## config.mk

```make
export PLATFORM = sky130hd
export DESIGN_NAME = srbr_core
export DESIGN_NICKNAME = d
export VERILOG_FILES = /design/src/rtl/srbr_pkg.sv /design/src/rtl/srbr_core.sv
export SDC_FILE = /design/constraint.sdc
export NUM_CORES = 1
export LEC_CHECK = 0
export BUFFER_PORTS_ARGS = -buffer_cell sky130_fd_sc_hd__buf_4
export CORE_ASPECT_RATIO = 1.1
export CORE_MARGIN = 4
export CORE_UTILIZATION = 60
export DETAILED_ROUTE_END_ITERATION = 10
export GPL_ROUTABILITY_DRIVEN = 1
export PLACE_DENSITY = 0.81
export SETUP_SLACK_MARGIN = 0.02
export SLEW_MARGIN = 20
export SYNTH_ARGS = -nofsm -noshare
export SYNTH_HDL_FRONTEND = slang
export SYNTH_SLANG_ARGS = --single-unit
```

## constraint.sdc

```tcl
create_clock -name clk -period 15.4 [get_ports clk]
set_input_delay 0.77 -clock clk [delete_from_list [all_inputs] [get_ports clk]]
set_output_delay 0.77 -clock clk [all_outputs]
set_load 0.005 [all_outputs]
```

## src/rtl/srbr_pkg.sv

```systemverilog
// Constants, register map and state codes for the read and buffer readback interpreter
package srbr_pkg;
	// Command opcodes handled here
	localparam logic [7:0]  OP_READ6        = 8'h08;
	localparam logic [7:0]  OP_READ10       = 8'h28;
	localparam logic [7:0]  OP_RDBUF        = 8'h3C;
	// Index of the last byte of each command block
	localparam logic [3:0]  CDB6_LAST       = 4'h5;
	localparam logic [3:0]  CDB10_LAST      = 4'h9;
	// Field positions inside command byte 1
	localparam int          REL_BIT         = 0;
	localparam int          FUA_BIT         = 3;
	localparam int          LUN_LSB         = 5;
	// Supported buffer readback modes
	localparam logic [2:0]  MODE_DATA       = 3'h0;
	localparam logic [2:0]  MODE_HDR        = 3'h3;
	// Sense keys reported on completion
	localparam logic [3:0]  SK_NONE         = 4'h0;
	localparam logic [3:0]  SK_ILLEGAL      = 4'h5;
	localparam logic [3:0]  SK_MISCOMPARE   = 4'hE;
	// Short read zero count stands for this many blocks
	localparam logic [16:0] READ6_ZERO_CNT  = 17'h00100;
	// Readback header length and largest available length
	localparam logic [23:0] HDR_LEN         = 24'h000004;
	localparam logic [18:0] AVAIL_MAX       = 19'h40000;
	// Register byte offsets
	localparam logic [3:0]  REG_AVAIL       = 4'h0;
	localparam logic [3:0]  REG_CTRL        = 4'h4;
	localparam logic [3:0]  REG_STATUS      = 4'h8;
	localparam logic [3:0]  REG_LAST_LBA    = 4'hC;
	// Register field positions
	localparam int          CTRL_CACHE_BIT  = 0;
	localparam int          STAT_BUSY_BIT   = 0;
	localparam int          STAT_INTERV_BIT = 1;
	localparam int          STAT_LBAV_BIT   = 2;
	localparam int          STAT_SENSE_LSB  = 4;
	// Reset values
	localparam logic [18:0] AVAIL_RST       = 19'h00000;
	localparam logic        CACHE_RST       = 1'b1;
	localparam logic        INTERV_RST      = 1'b1;
	// Controller states, one-hot
	typedef enum logic [3:0] {
		ST_IDLE = 4'h1,
		ST_CDB  = 4'h2,
		ST_EXEC = 4'h4,
		ST_SEND = 4'h8
	} srbr_state_t;
endpackage : srbr_pkg

```

## src/rtl/srbr_core.sv

```systemverilog
// Read command decoder and buffer readback engine of the disk target
//
// Notes on behaviour
// - Accept six-byte 08H and ten-byte 28H reads
// - Short block: address bytes 1-3, count byte 4
// - Long block: address bytes 2-5, count 7-8
// - Transfer starts at the addressed logical block
// - Forced access bit set means read from media
// - Relative flag adds signed offset to last block
// - Relative clear means absolute first block
// - Short read zero count means 256 blocks
// - Long read zero count: no seek, success
// - Each block returns its latest written data
// - Readback 3CH alters nothing, sends header plus data
// - Mode 000b header plus data, 011b header only
// - Zero allocation length sends nothing, no error; code still reports miscompare when the intervening flag is set
// - Stop at allocation or available, whichever less
// - Header: reserved byte, three-byte available length
// - Empty buffer reports zero length, no data
// - Header length never reduced by truncation
// - Intervening command gives check condition, miscompare
// - Miscompare still delivers all requested bytes
`timescale 1ns/100ps
module srbr_core (
	// Clock and reset
	input  wire logic        clk,
	input  wire logic        rst_b,
	// Command block byte stream
	input  wire logic        cdb_valid,
	input  wire logic        cdb_first,
	input  wire logic [7:0]  cdb_byte,
	// Command context from the controller
	input  wire logic        cmd_linked,
	input  wire logic        other_cmd,
	input  wire logic        wrbuf_done,
	// Read request towards the cache and media path
	output logic             rd_start,
	output logic      [31:0] rd_lba,
	output logic      [16:0] rd_count,
	output logic             rd_media,
	output logic      [2:0]  rd_unit,
	// Diagnostic buffer read port
	output logic      [17:0] buf_addr,
	input  wire logic [7:0]  buf_rdata,
	// Data-in byte stream to the bus
	output logic             din_valid,
	output logic      [7:0]  din_byte,
	input  wire logic        din_ready,
	// Command completion
	output logic             cmd_done,
	output logic             cmd_check,
	output logic      [3:0]  cmd_sense,
	// Register port
	input  wire logic [3:0]  reg_addr,
	input  wire logic [31:0] reg_wdata,
	input  wire logic        reg_wr,
	input  wire logic        reg_rd,
	output logic      [31:0] reg_rdata
);

	// Packs four bytes most significant first
	function automatic logic [31:0] srbr_be32(input logic [7:0] b3, input logic [7:0] b2,
		input logic [7:0] b1, input logic [7:0] b0);
		return {b3, b2, b1, b0};
	endfunction : srbr_be32

	srbr_pkg::srbr_state_t state;        // Controller state
	srbr_pkg::srbr_state_t next_state;   // Next controller state
	logic [7:0]  cdb [0:9];              // Captured command block
	logic [3:0]  cdb_cnt;                // Next byte index
	logic [3:0]  cdb_last;               // Index of final byte
	logic        interv;                 // Command ran since last buffer write
	logic [31:0] last_lba;               // Last block accessed
	logic        lba_valid;              // Last block is meaningful
	logic        cache_allow;            // Software permits cache service
	logic [18:0] avail;                  // Bytes held in the diagnostic buffer
	logic [23:0] idx;                    // Next readback byte to load
	logic [23:0] xfer_n;                 // Readback bytes to send
	logic [18:0] hdr_avail;              // Available length frozen for header
	logic        miscmp;                 // Readback ends in miscompare

	// Decode of the captured block
	logic        is6, is10, isbuf, known_op, rel, rel_bad, mode_ok, buf_go, read_go;
	logic        exec_finish, load, send_end, first_op;
	logic [31:0] lba_field, start_lba, cnt10_w, alloc_w;
	logic [16:0] rd_len;
	logic [2:0]  mode;
	logic [23:0] total, xfer;
	logic [7:0]  next_byte;

	// Opcode classification
	assign is6      = (cdb[0] == srbr_pkg::OP_READ6);
	assign is10     = (cdb[0] == srbr_pkg::OP_READ10);
	assign isbuf    = (cdb[0] == srbr_pkg::OP_RDBUF);
	assign known_op = (cdb_byte == srbr_pkg::OP_READ6) || (cdb_byte == srbr_pkg::OP_READ10)
		|| (cdb_byte == srbr_pkg::OP_RDBUF);
	assign first_op = (state == srbr_pkg::ST_IDLE) && cdb_valid && cdb_first;

	// Address and count fields; short block uses only five address bits of byte 1
	assign lba_field = is6 ? srbr_be32(8'h00, {3'h0, cdb[1][4:0]}, cdb[2], cdb[3])
		: srbr_be32(cdb[2], cdb[3], cdb[4], cdb[5]);
	assign cnt10_w   = srbr_be32(8'h00, 8'h00, cdb[7], cdb[8]);
	assign rd_len    = is6 ? ((cdb[4] == 8'h00) ? srbr_pkg::READ6_ZERO_CNT
		: {9'h000, cdb[4]}) : {1'b0, cnt10_w[15:0]};

	// Relative addressing exists only in the long form; modular add handles negatives
	assign rel       = is10 && cdb[1][srbr_pkg::REL_BIT];
	assign start_lba = rel ? (last_lba + lba_field) : lba_field;
	// Without a linked command and a block accessed since reset there is nothing to offset from
	assign rel_bad   = rel && !(cmd_linked && lba_valid);
	assign read_go   = (is6 || is10) && !rel_bad && (rd_len != 17'h00000);

	// Readback decode
	assign mode      = cdb[1][2:0];
	assign mode_ok   = (mode == srbr_pkg::MODE_DATA) || (mode == srbr_pkg::MODE_HDR);
	assign alloc_w   = srbr_be32(8'h00, cdb[6], cdb[7], cdb[8]);
	assign total     = (mode == srbr_pkg::MODE_DATA)
		? srbr_pkg::HDR_LEN + {5'h00, avail} : srbr_pkg::HDR_LEN;
	assign xfer      = (alloc_w[23:0] < total) ? alloc_w[23:0] : total;
	assign buf_go    = isbuf && mode_ok && (xfer != 24'h000000);

	// Output stage may take a byte when empty or when its byte is being taken
	assign load      = (state == srbr_pkg::ST_SEND) && (!din_valid || din_ready)
		&& (idx != xfer_n);
	assign send_end  = (state == srbr_pkg::ST_SEND) && (!din_valid || din_ready)
		&& (idx == xfer_n);
	assign exec_finish = (state == srbr_pkg::ST_EXEC) && !buf_go;

	// Buffer is only read, never written, by this block
	assign buf_addr  = 18'(idx - srbr_pkg::HDR_LEN);

	// Header bytes first, then buffer bytes
	always_comb begin
		unique case (idx)
			24'h000000: next_byte = 8'h00;
			24'h000001: next_byte = {5'h00, hdr_avail[18:16]};
			24'h000002: next_byte = hdr_avail[15:8];
			24'h000003: next_byte = hdr_avail[7:0];
			default:    next_byte = buf_rdata;
		endcase
	end

	// Next-state logic
	always_comb begin
		next_state = state;
		unique case (state)
			srbr_pkg::ST_IDLE: begin
				if (first_op && known_op) begin
					next_state = srbr_pkg::ST_CDB;
				end
			end
			srbr_pkg::ST_CDB: begin
				if (cdb_valid && (cdb_cnt == cdb_last)) begin
					next_state = srbr_pkg::ST_EXEC;
				end
			end
			srbr_pkg::ST_EXEC: begin
				next_state = buf_go ? srbr_pkg::ST_SEND : srbr_pkg::ST_IDLE;
			end
			srbr_pkg::ST_SEND: begin
				if (send_end) begin
					next_state = srbr_pkg::ST_IDLE;
				end
			end
			default: next_state = srbr_pkg::ST_IDLE;
		endcase
	end

	// State register
	always_ff @(posedge clk) begin
		if (!rst_b) begin
			state <= srbr_pkg::ST_IDLE;
		end else begin
			state <= next_state;
		end
	end

	// Command block capture; foreign opcodes are not collected
	always_ff @(posedge clk) begin
		if (!rst_b) begin
			for (int i = 0; i < 10; i++) begin
				cdb[i] <= 8'h00;
			end
			cdb_cnt  <= 4'h0;
			cdb_last <= 4'h0;
		end else if (first_op && known_op) begin
			cdb[0]   <= cdb_byte;
			cdb_cnt  <= 4'h1;
			cdb_last <= (cdb_byte == srbr_pkg::OP_READ6) ? srbr_pkg::CDB6_LAST
				: srbr_pkg::CDB10_LAST;
		end else if ((state == srbr_pkg::ST_CDB) && cdb_valid) begin
			cdb[cdb_cnt] <= cdb_byte;
			cdb_cnt      <= cdb_cnt + 4'h1;
		end
	end

	// Intervening-command flag; a new command in the same cycle as a buffer write wins
	always_ff @(posedge clk) begin
		if (!rst_b) begin
			interv <= srbr_pkg::INTERV_RST;
		end else if (other_cmd || (first_op && (cdb_byte != srbr_pkg::OP_RDBUF))) begin
			interv <= 1'b1;
		end else if (wrbuf_done) begin
			interv <= 1'b0;
		end
	end

	// Last block accessed, kept for relative addressing
	always_ff @(posedge clk) begin
		if (!rst_b) begin
			last_lba  <= 32'h00000000;
			lba_valid <= 1'b0;
		end else if ((state == srbr_pkg::ST_EXEC) && read_go) begin
			last_lba  <= start_lba + {15'h0000, rd_len} - 32'h00000001;
			lba_valid <= 1'b1;
		end
	end

	// Read request; data integrity is owned by the cache and media path
	always_ff @(posedge clk) begin
		if (!rst_b) begin
			rd_start <= 1'b0;
			rd_lba   <= 32'h00000000;
			rd_count <= 17'h00000;
			rd_media <= 1'b0;
			rd_unit  <= 3'h0;
		end else begin
			rd_start <= (state == srbr_pkg::ST_EXEC) && read_go;
			if ((state == srbr_pkg::ST_EXEC) && read_go) begin
				rd_lba   <= start_lba;
				rd_count <= rd_len;
				// Forced access, or cache disabled by software, goes to media
				rd_media <= (is10 && cdb[1][srbr_pkg::FUA_BIT]) || !cache_allow;
				rd_unit  <= cdb[1][7:srbr_pkg::LUN_LSB];
			end
		end
	end

	// Readback setup; header length and miscompare are frozen at start
	always_ff @(posedge clk) begin
		if (!rst_b) begin
			xfer_n    <= 24'h000000;
			hdr_avail <= 19'h00000;
			miscmp    <= 1'b0;
		end else if (state == srbr_pkg::ST_EXEC) begin
			xfer_n    <= buf_go ? xfer : 24'h000000;
			hdr_avail <= avail;
			miscmp    <= interv;
		end
	end

	// Byte output stage; miscompare does not cut the stream short
	always_ff @(posedge clk) begin
		if (!rst_b) begin
			idx       <= 24'h000000;
			din_valid <= 1'b0;
			din_byte  <= 8'h00;
		end else if (state == srbr_pkg::ST_EXEC) begin
			idx       <= 24'h000000;
		end else if (load) begin
			din_byte  <= next_byte;
			din_valid <= 1'b1;
			idx       <= idx + 24'h000001;
		end else if (din_ready) begin
			din_valid <= 1'b0;
		end
	end

	// Completion status
	always_ff @(posedge clk) begin
		if (!rst_b) begin
			cmd_done  <= 1'b0;
			cmd_check <= 1'b0;
			cmd_sense <= srbr_pkg::SK_NONE;
		end else begin
			cmd_done <= exec_finish || send_end;
			if (exec_finish && (rel_bad || (isbuf && !mode_ok))) begin
				cmd_check <= 1'b1;
				cmd_sense <= srbr_pkg::SK_ILLEGAL;
			end else if ((exec_finish && isbuf && interv) || (send_end && miscmp)) begin
				cmd_check <= 1'b1;
				cmd_sense <= srbr_pkg::SK_MISCOMPARE;
			end else if (exec_finish || send_end) begin
				cmd_check <= 1'b0;
				cmd_sense <= srbr_pkg::SK_NONE;
			end
		end
	end

	// Software registers; available length saturates at the buffer size
	always_ff @(posedge clk) begin
		if (!rst_b) begin
			avail       <= srbr_pkg::AVAIL_RST;
			cache_allow <= srbr_pkg::CACHE_RST;
		end else if (reg_wr && (reg_addr == srbr_pkg::REG_AVAIL)) begin
			avail <= (reg_wdata > {13'h0000, srbr_pkg::AVAIL_MAX}) ? srbr_pkg::AVAIL_MAX
				: reg_wdata[18:0];
		end else if (reg_wr && (reg_addr == srbr_pkg::REG_CTRL)) begin
			cache_allow <= reg_wdata[srbr_pkg::CTRL_CACHE_BIT];
		end
	end

	// Read data one cycle after the strobe; unmapped offsets read zero
	always_ff @(posedge clk) begin
		if (!rst_b) begin
			reg_rdata <= 32'h00000000;
		end else if (reg_rd) begin
			reg_rdata <= 32'h00000000;
			unique case (reg_addr)
				srbr_pkg::REG_AVAIL:    reg_rdata[18:0] <= avail;
				srbr_pkg::REG_CTRL:     reg_rdata[srbr_pkg::CTRL_CACHE_BIT] <= cache_allow;
				srbr_pkg::REG_STATUS: begin
					reg_rdata[srbr_pkg::STAT_BUSY_BIT]   <= (state != srbr_pkg::ST_IDLE);
					reg_rdata[srbr_pkg::STAT_INTERV_BIT] <= interv;
					reg_rdata[srbr_pkg::STAT_LBAV_BIT]   <= lba_valid;
					reg_rdata[srbr_pkg::STAT_SENSE_LSB +: 4] <= cmd_sense;
				end
				srbr_pkg::REG_LAST_LBA: reg_rdata <= last_lba;
				default:                reg_rdata <= 32'h00000000;
			endcase
		end
	end

	// Checking helpers: bytes accepted and kind of the finishing command
	logic [23:0] sent_cnt;
	logic        was_buf;
	always_ff @(posedge clk) begin
		if (!rst_b) begin
			sent_cnt <= 24'h000000;
			was_buf  <= 1'b0;
		end else if (state == srbr_pkg::ST_EXEC) begin
			sent_cnt <= 24'h000000;
			was_buf  <= isbuf;
		end else if (din_valid && din_ready) begin
			sent_cnt <= sent_cnt + 24'h000001;
		end
	end
endmodule : srbr_core

```

==> results summary, run 1 <==
In the final timing run, aggregate negative setup slack is 0 ns. The final non-filler cell total came out at 2,663. The finished cells cover 0.0202 sq mm. The number of storage elements in the synthesis netlist is 303. The highest attainable clock frequency is 0.131 GHz. The overall fraction of global-route tracks in use came out at 32.7%. The root buffer cell chosen for the clock tree is sky130_fd_sc_hd__clkbuf_16. The maximum number of pins on one net before global-route repair came out at 77. In this run, placement finished with an instance count of 2,606. The number of endpoints failing setup at the final stage came out at 0. The via count of the first global-routing pass was 15.4k. The number of max-slew violations in the final report came out at 0. The standard cell area after detailed placement came out at 0.0192 sq mm. The post-cts repair resize count is 0. The path class of the tightest hold or removal check is in -> reg. In this design, the stage delay of the slowest critical-path cell is 0.58 ns. The largest buffer count on any clock path is 3.

The worst setup path is captured at a flop. The number of enable-type register cells in the synthesized netlist is 72. After the last flow step, the layout net total stands at 2,437. The count of buffering cells on the critical path with inverters included is 2. The start point of the worst min-delay path is other_cmd. The fraction of power consumed by combinational cells is 10.8%. The headroom to the max-slew limit is 28.6%.

The switching share of power is 25.0%. In the synthesized netlist, the number of instances is 2,179. The cell depth of the worst hold path is 2. The pre-antenna-repair detailed-routing pass consisted of 6 iterations. The final routed wire length divided by cell count is 20.9 um. The power per standard cell area is 88.3 mW/mm^2. The worst register-to-register path begins at cdb[0][0]$_SDFFCE_PN0P_. The H-tree depth came out at 1. Cells with a size suffix above 1 make up 12.8% of the layout. The global route total overflow came out at 0. The max capacitance violation total is 0. The initial core utilization is 61.5%. The static leakage power came out at 0.00797 uW.

For this run, the number of Yosys warnings is 0. The worst endpoint data arrival time came out at 8.06 ns. Compared with the post-synthesis result, the final layout area differs by 13.4%.

The smallest clock period supported by the final layout is computed as 7.62 ns. The clock-pin slew reported for the worst setup and hold paths after clock tree synthesis came out at 0.07 ns. The proportion of synthesized chip area in sequential cells is 38.0%.

The global-route wire length before repair is 85.0 mm. The setup clock skew after layout is 0.0107 ns. The actual slew at the worst max-slew pin is 1.07 ns.

The post-CTS setup buffer count is 0. The flop-to-flop setup slack came out at 7.78 ns. The floorplan die area came out at 0.0326 sq mm.

The global placement routability congestion came out at 1.02. Before CTS, the worst setup slack after placement is 7.99 ns. The detail route stage leaves a number of antenna-violating nets equal to 0. On the final layout, the worst hold slack is 0.393 ns.

The kind of cell with the highest combined delay along the critical path is compound AO/OA/AOI/OAI gates. Counting the fill cells in the layout gives 2,323. The core outline area came out at 0.0290 sq mm. The net count after synthesis came out at 2,345.

The required time reported for the critical path endpoint is 15.84 ns. The share of synthesized flip-flops with an asynchronous set or reset is 0%. The count of pins on the block boundary came out at 181. The die boundary height came out at 189 um.

For this design, the sink count on the clock tree is 303. The number of cells traversed by the worst register-to-register path is 31. TritonCTS built the clock tree. The flow ran to the end, and the final reports show no timing, DRC or antenna violations. The sequential share of power came out at 46.8%. For this run, design rule violations remaining after detail routing come to 0. The netlist area before placement is 0.0178 sq mm. The part of the power in the clock network came out at 42.4%. The via density per instance came out at 6.24. The clock network latency to the later pin of the worst-skew pair is 0.57 ns. The total number of vias came out at 16.6k.

Setup repair after global routing left no endpoint under its margin. The average cell area after synthesis is 8.19 sq um. The number of antenna violations at the first check in global routing came to 2.

The number of hold violations in the final report came out at 0. The switching power came out at 447 uW. The number of buffers created by CTS is 31. The post-route clock period utilization came out at 49.5%. The post-cts hold buffer count came out at 0. The routed wire length came out at 55.6 mm. The maximum fanout encountered on the critical timing path is 20.

The internal power contribution is 1340 uW. In the synthesized netlist the dominant register cell turns out to be sky130_fd_sc_hd__dfxtp_1. The die is 172 um wide. The initial DRC count came out at 1,905.

STA classifies the critical path startpoint as a flop. The capture instance of the worst register-to-register path is last_lba[28]$_SDFFE_PN0P_. The floorplan has 65 rows. By startpoint and endpoint, the worst setup path is classified as reg -> reg. The post-DP HPWL is 41.6 mm. The slowest stage of the critical path is the sky130_fd_sc_hd__or4b_4 cell. For hold timing, the worst endpoint is interv$_SDFFE_PP1P_.

The worst setup margin came out at 7.78 ns. The number of buffer cells added on primary ports is 179. The peak ir drop on the vdd network is 0.0802 mV.

The number of distinct library cells after synthesis is 88.
==> layout make-up <==
type,instances,area (sq um),area share (%)
sequential,303,6790,33.5
inverter,82,310,1.53
tap,368,460,2.28
multi-input combinational,1658,10200,50.4
timing repair buffer,195,1460,7.24
antenna,1,2.50,0.0124
clock inverter,12,109,0.538
clock buffer,44,907,4.48
==> routing by layer <==
metal  global-route usage [%]  vias up  wire length, um
li1                         -     7863                -
met1                     43.3     7742            21900
met2                     53.3      851            25900
met3                     5.68      170             5370
met4                     13.1        2             2520
met5                        0        -               13
==> registers in the layout (all words and copies together), names as in the netlist, 8 cells and up <==
name / cells
cdb: 72
last_lba: 32
rd_lba: 32
reg_rdata: 32
idx: 24
xfer_n: 24
avail: 19
hdr_avail: 19
rd_count: 16
din_byte: 8
==> cell usage in the layout (no fill, tap or decap), drive strengths merged, types with 8 or more instances in the layout <==
master,count
buf,195
inv,83
nor3,46
clkinv,8
a221oi,13
clkbuf,44
a21oi,169
nor4,28
o21a,22
nand2,286
a22oi,28
ha,102
o211ai,13
nand4,25
o21ai,91
and3,24
nand3,82
mux2i,22
a211oi,58
or3,16
a21o,32
and2,16
edfxtp,72
or4,8
nand2b,31
xnor2,68
a31oi,12
nor2,290
nor2b,21
dfxtp,231
nor4b,9
xor2,57
==> through the flow <==
step	power, uW	util, %
after global routing	1840	69.7
after global placement	1040	66.1
after detailed placement	1040	66.1
final	1790	69.7
after CTS	1780	69.6
after floorplan	980	-
==> worst max-delay path by stage <==
stage / startpoint / endpoint / slack (ns) / cells after the start
global route: cdb[0][0]$_SDFFCE_PN0P_ / last_lba[28]$_SDFFE_PN0P_ / 7.30 / 31
global placement: cdb[0][0]$_SDFFCE_PN0P_ / last_lba[28]$_SDFFE_PN0P_ / 8.23 / 31
finish: cdb[0][0]$_SDFFCE_PN0P_ / last_lba[28]$_SDFFE_PN0P_ / 7.78 / 31
CTS: cdb[0][0]$_SDFFCE_PN0P_ / last_lba[28]$_SDFFE_PN0P_ / 7.92 / 31
floorplan: cdb[0][0]$_SDFFCE_PN0P_ / last_lba[28]$_SDFFE_PN0P_ / 8.55 / 33
detailed placement: cdb[0][0]$_SDFFCE_PN0P_ / last_lba[28]$_SDFFE_PN0P_ / 7.99 / 31
==> synthesized netlist by cell type (5+ instances only) <==
cell	instances	area share, %
sky130_fd_sc_hd__inv_1	80	1.7
sky130_fd_sc_hd__a22oi_1	28	1.2
sky130_fd_sc_hd__xnor2_1	68	3.3
sky130_fd_sc_hd__or4_1	7	0.29
sky130_fd_sc_hd__and2_1	16	0.56
sky130_fd_sc_hd__mux2i_1	22	1.2
sky130_fd_sc_hd__o21ai_1	19	0.53
sky130_fd_sc_hd__dfxtp_1	231	26
sky130_fd_sc_hd__a31oi_1	12	0.42
sky130_fd_sc_hd__nor4b_1	7	0.34
sky130_fd_sc_hd__ha_1	102	7.1
sky130_fd_sc_hd__a211o_1	5	0.25
sky130_fd_sc_hd__clkbuf_1	94	2.0
sky130_fd_sc_hd__mux2_2	5	0.32
sky130_fd_sc_hd__nor2b_1	21	0.74
sky130_fd_sc_hd__o211ai_1	11	0.46
sky130_fd_sc_hd__nand4b_1	5	0.25
sky130_fd_sc_hd__and3_1	24	0.84
sky130_fd_sc_hd__nand3_1	81	2.3
sky130_fd_sc_hd__nand4_1	25	0.88
sky130_fd_sc_hd__or3_1	16	0.56
sky130_fd_sc_hd__buf_4	7	0.29
sky130_fd_sc_hd__nor4_1	27	0.95
sky130_fd_sc_hd__o21ai_2	11	0.54
sky130_fd_sc_hd__nor3_1	45	1.3
sky130_fd_sc_hd__nand3b_1	6	0.25
sky130_fd_sc_hd__a311oi_1	5	0.25
sky130_fd_sc_hd__a21oi_1	167	4.7
sky130_fd_sc_hd__a221oi_1	12	0.59
sky130_fd_sc_hd__xor2_1	57	2.8
sky130_fd_sc_hd__buf_2	13	0.36
sky130_fd_sc_hd__a21o_1	32	1.3
sky130_fd_sc_hd__nand2_1	286	6.0
sky130_fd_sc_hd__buf_6	7	0.44
sky130_fd_sc_hd__o21ai_0	61	1.7
sky130_fd_sc_hd__o21a_1	22	0.93
sky130_fd_sc_hd__a211oi_1	55	2.3
sky130_fd_sc_hd__nand2b_1	31	1.1
sky130_fd_sc_hd__nor2_1	289	6.1
sky130_fd_sc_hd__buf_1	15	0.32
sky130_fd_sc_hd__edfxtp_1	72	12
==> worst reg2reg max path: cells and delay by family (launching register included) <==
| kind | cells | cell delay (ns) |
|---|---|---|
| buffers and inverters | 2 | 0.44 |
| DFF | 1 | 0.35 |
| AOI/OAI and AO/OA | 16 | 3.60 |
| and+or+nand+nor | 9 | 2.03 |
| xor gates and xnor gates | 1 | 0.16 |
| adders and majority gates | 3 | 0.92 |
==> cells by family after synthesis <==
group,after synthesis,synth area share [%]
buf+inv,218,5.12
fa+ha+maj,106,7.49
other cells,1,0.0210
flops,303,38.0
simple gates,904,23.4
compound gates,494,18.2
mux,28,1.68
xor+xnor,125,6.13
==> power groups by stage <==
| stage | registers [uW] | logic, uW | clock network, uW |
|---|---|---|---|
| after floorplan | 846 | 134 | 0 |
| after global placement | 853 | 183 | 0 |
| after detailed placement | 853 | 187 | 0 |
| after CTS | 836 | 189 | 757 |
| after global routing | 836 | 212 | 792 |
| final | 836 | 193 | 757 |
No activity file was read; power rests on OpenSTA's default activity.
==> run 2: changes to the inputs <==
--- a/config.mk
+++ b/config.mk
@@ -5,6 +5,7 @@
 export SDC_FILE = /design/constraint.sdc
 export NUM_CORES = 1
 export LEC_CHECK = 0
+export ABC_AREA = 1
 export BUFFER_PORTS_ARGS = -buffer_cell sky130_fd_sc_hd__buf_4
 export CORE_ASPECT_RATIO = 1.1
 export CORE_MARGIN = 4
==> constraint.sdc (replaced) <==
create_clock -name clk -period 7.1 [get_ports clk]
set_input_delay 0.355 -clock clk [delete_from_list [all_inputs] [get_ports clk]]
set_output_delay 0.355 -clock clk [all_outputs]
set_load 0.005 [all_outputs]
==> run 2 against run 1 <==
Effect of this change:
- final cell count up 24%
- first-iteration DRC count fell by 19%
- count of clock-buffer cells in the layout up 6
- hold slack got worse by 0.35 ns
- sequential power grew 120%
- power up 130%
- sequential share of layout area decreased by 2.2 points
- non-clock buffer count decreased by 10
- critical path depth unchanged
- clock power is 140% higher
==> results summary, run 2 <==
The combinational family with the most area after synthesis is simple AND/OR/NAND/NOR gates. The final antenna diode count is 0 (-1). The required time reported for the critical path endpoint came out at 7.52 ns (-8.32 ns). The post-DP HPWL came out at 47.6 mm (+15%). Among the stages of the critical path, the cell type that occurs most often is sky130_fd_sc_hd__nand2_1. The total negative setup slack came out at 0 ns (unchanged). In this run the worst hold path is classified as in -> reg. The share of layout cells above drive strength 1 is 12.3% (-0.51 points). The yosys synthesis warning count came to 0 (unchanged). The count of pins on the block boundary came to 181 (unchanged). The die boundary height is 195 um (+3.1%). The peak ir drop on the vdd network is 0.179 mV (+120%).

The signed area change from the synthesized netlist to the final layout is 13.7%. The proportion of synthesized chip area in sequential cells came out at 35.7% (-2.3 points). The XOR/XNOR share of the synthesized area was 2.76% (-3.4 points). The residual DRC count is 0 (unchanged). The number of max-slew violations in the final report came out at 0 (unchanged).

The post-cts repair resize count came to 0 (unchanged). The highest cell delay on the worst timing path was 0.58 ns (about the same). The flow ran to the end, and the final reports show no timing, DRC or antenna violations. The die span in x is 178 um (+3.1%). The clock period minus final worst setup slack is 6.19 ns (-1.42 ns). The worst endpoint data arrival time is 6.61 ns (-1.45 ns). The number of endpoints failing setup at the final stage is 0 (unchanged). The share of synthesized flip-flops with an asynchronous set or reset came out at 0% (unchanged). By area the synthesized netlist is led by sky130_fd_sc_hd__dfxtp_1, sky130_fd_sc_hd__nand2_1, sky130_fd_sc_hd__edfxtp_1. The remaining antenna violation count came to 0 (unchanged).

The tree is rooted in a sky130_fd_sc_hd__clkbuf_16. The power per standard cell area came out at 187 mW/mm^2 (+110%). The total number of vias came out at 19.0k (+14%). Ranked by instance count, the synthesized netlist is headed by sky130_fd_sc_hd__nand2_1, sky130_fd_sc_hd__inv_1, sky130_fd_sc_hd__nor2_1. The number of instances in the synthesized netlist is 2,742 (+26%). The overall fraction of global-route tracks in use is 34.6% (+1.9 points). The simple-gate portion of the synthesized area is 27.0% (+3.6 points). The maximum fanout encountered on the critical timing path is 53 (+170%). Among all stages on the critical path, the largest delay is contributed by sky130_fd_sc_hd__inv_2. The first-pass iteration count of the detailed router came out at 7 (+1). The H-tree depth came to 2 (+1). The adder-cell area share of the yosys netlist is 6.92% (-0.57 points). The clock network latency to the later pin of the worst-skew pair came to 0.52 ns (-0.05 ns). The global route total overflow came out at 0 (unchanged). The number of enable-type register cells in the synthesized netlist is 72 (unchanged). The initial core utilization is 60.8% (-0.72 points).

The flip-flop count of the largest register, all copies and words added came out at 72 (unchanged). The net count after synthesis came to 2,908 (+24%). The register with the most flip-flops is cdb. The actual slew at the worst max-slew pin is 0.985 ns (-0.0824 ns). The headroom to the max-slew limit is 33.7% (+5.1 points). The area fraction of the dominant cell type after synthesis was 24.3% (-1.6 points). In the layout the commonest cells are sky130_fd_sc_hd__nand2_1, sky130_fd_sc_hd__inv_1, sky130_fd_sc_hd__nor2_1.

The post-cts hold buffer count came to 0 (unchanged). The number of cell rows came out at 68 (+4.6%). The net count of the finished layout is 3,028 (+24%).

The highest attainable clock frequency is 0.162 GHz (+23%). The cell type with the largest total area after synthesis is sky130_fd_sc_hd__dfxtp_1. The leading register cell type out of synthesis is sky130_fd_sc_hd__dfxtp_1. The floorplan die area is 0.0346 sq mm (+6.3%).

The max capacitance violation total came out at 0 (unchanged). The core utilization of the finished layout came to 69.1% (-0.59 points). The number of antenna violations at the first check in global routing came out at 0 (-2).

The largest buffer count on any clock path came to 3 (unchanged). The initial DRC count is 1,550 (-19%). The post-CTS setup buffer count is 0 (unchanged). The clock tree from TritonCTS is yes. The static leakage power is 0.00999 uW (+25%). By startpoint and endpoint, the worst setup path is classified as reg -> reg. The number of distinct library cells after synthesis was 64 (-27%). The area fraction in compound gates after synthesis came out at 16.8% (-1.4 points).

The number of storage elements in the synthesis netlist is 303 (unchanged). The core outline area came to 0.0313 sq mm (+7.8%). The average cell area after synthesis is 6.94 sq um (-15%). The netlist area before placement is 0.0190 sq mm (+6.6%). The number of hold violations in the final report came out at 0 (unchanged).

The routed wire length is 61.8 mm (+11%). In the post-synthesis netlist, the cell with the most instances is sky130_fd_sc_hd__nand2_1. The clock-pin slew reported for the worst setup and hold paths after clock tree synthesis came out at 0.06 ns (about the same). The via count of the first global-routing pass is 17.8k (+16%). The global-route wire length before repair came to 95.2 mm (+12%).

The final routed wire length divided by cell count came out at 18.7 um (-11%). The worst setup path is captured at a flop. The setup clock skew after layout is 0.0104 ns (-0.000351 ns). The via density per instance came out at 5.75 (-8.0%). Setup repair after global routing left no endpoint under its margin. The number of buffers created by CTS came out at 35 (+13%).

The worst setup path is launched from a flop. The proportion of synthesized area in mux cells came out at 0% (-1.7 points). The maximum number of pins on one net before global-route repair is 97 (+26%). The library cell used most frequently in the layout, excluding fill and tap cells, is sky130_fd_sc_hd__nand2_1.

The global placement routability congestion came to 1.02 (+0.40%). The number of buffer cells added on primary ports is 179 (unchanged). The clock sink count came out at 303 (unchanged). The post-route clock period utilization came out at 87.2% (+38 points).
==> run 2: cell count changes after synthesis, moves of 26 or more <==
cell	change
sky130_fd_sc_hd__a21o_1	-29
sky130_fd_sc_hd__a22oi_1	-28
sky130_fd_sc_hd__a21oi_1	+65
sky130_fd_sc_hd__nand2_1	+310
sky130_fd_sc_hd__nand3_1	+42
sky130_fd_sc_hd__inv_1	+304
sky130_fd_sc_hd__inv_2	+26
sky130_fd_sc_hd__a211oi_1	-30
sky130_fd_sc_hd__nand2b_1	-31
sky130_fd_sc_hd__clkbuf_1	-36
sky130_fd_sc_hd__o21ai_0	+150
sky130_fd_sc_hd__xnor2_1	-44
==> run 2: power by group <==
part	internal [uW]	switching, uW
Clock	1110	737
Combinational	137	249
Sequential	1790	19.8
==> run 2: critical path, delay by kind of cell, from the launching register on <==
kind            cells  cell delay, ns
fa+ha+maj           5            1.49
flops               1            0.38
simple gates       13            1.81
buf+inv             7            1.00
compound gates      6            1.42
==> run 2: per-stage QoR <==
step,total power [uW],hold WS [ns],area [sq um],std cells,setup slack (ns)
5_1_grt,4170,0.0525,21600,3307,0.327
6_report,4040,0.0427,21600,3307,0.909
4_1_cts,4050,0.0336,21600,3307,1.01
3_5_place_dp,2220,0.440,20500,3245,1.07
2_1_floorplan,2090,0.430,19000,2742,2.05
3_3_place_gp,2210,0.437,20400,3245,1.25
==> run 2: final timing paths <==
kind | from | end | slack [ns] | cells past startpoint
max | cdb[0][7]$_SDFFCE_PN0P_ | last_lba[25]$_SDFFE_PN0P_ | 0.91 | 31
min | wrbuf_done | interv$_SDFFE_PP1P_ | 0.04 | 2
max reg2reg | cdb[0][7]$_SDFFCE_PN0P_ | last_lba[25]$_SDFFE_PN0P_ | 0.91 | 31
min reg2reg | xfer_n[21]$_SDFFE_PN0P_ | xfer_n[21]$_SDFFE_PN0P_ | 0.45 | 2
==> run 2: logic make-up (layout without fill, tap and decap cells) <==
kind of cell / after synthesis / in the layout
flip-flops: 303 / 303
adder cells (fa/ha/maj): 104 / 104
AND/OR/NAND/NOR: 1179 / 1179
buffers and inverters: 519 / 664
XOR/XNOR: 60 / 60
other: 1 / 1
AO/OA/AOI/OAI: 576 / 576
==> run 2: final cells by class <==
type,count,area [sq um]
Sequential cell,303,6790
Clock buffer,50,1010
Fill cell,2700,9680
Clock inverter,12,158
Inverter,417,1570
Tap cell,420,526
Multi-Input combinational cell,1920,10200
Timing Repair Buffer,185,1390
==> run 2: per-layer routing <==
metal	global-route usage, %	vias up	share of wire (%)
met3	4.45	210	7.0
met5	0	-	0
met2	58.5	817	48
li1	-	9235	-
met1	41.1	8743	38
met4	22.6	0	7.7
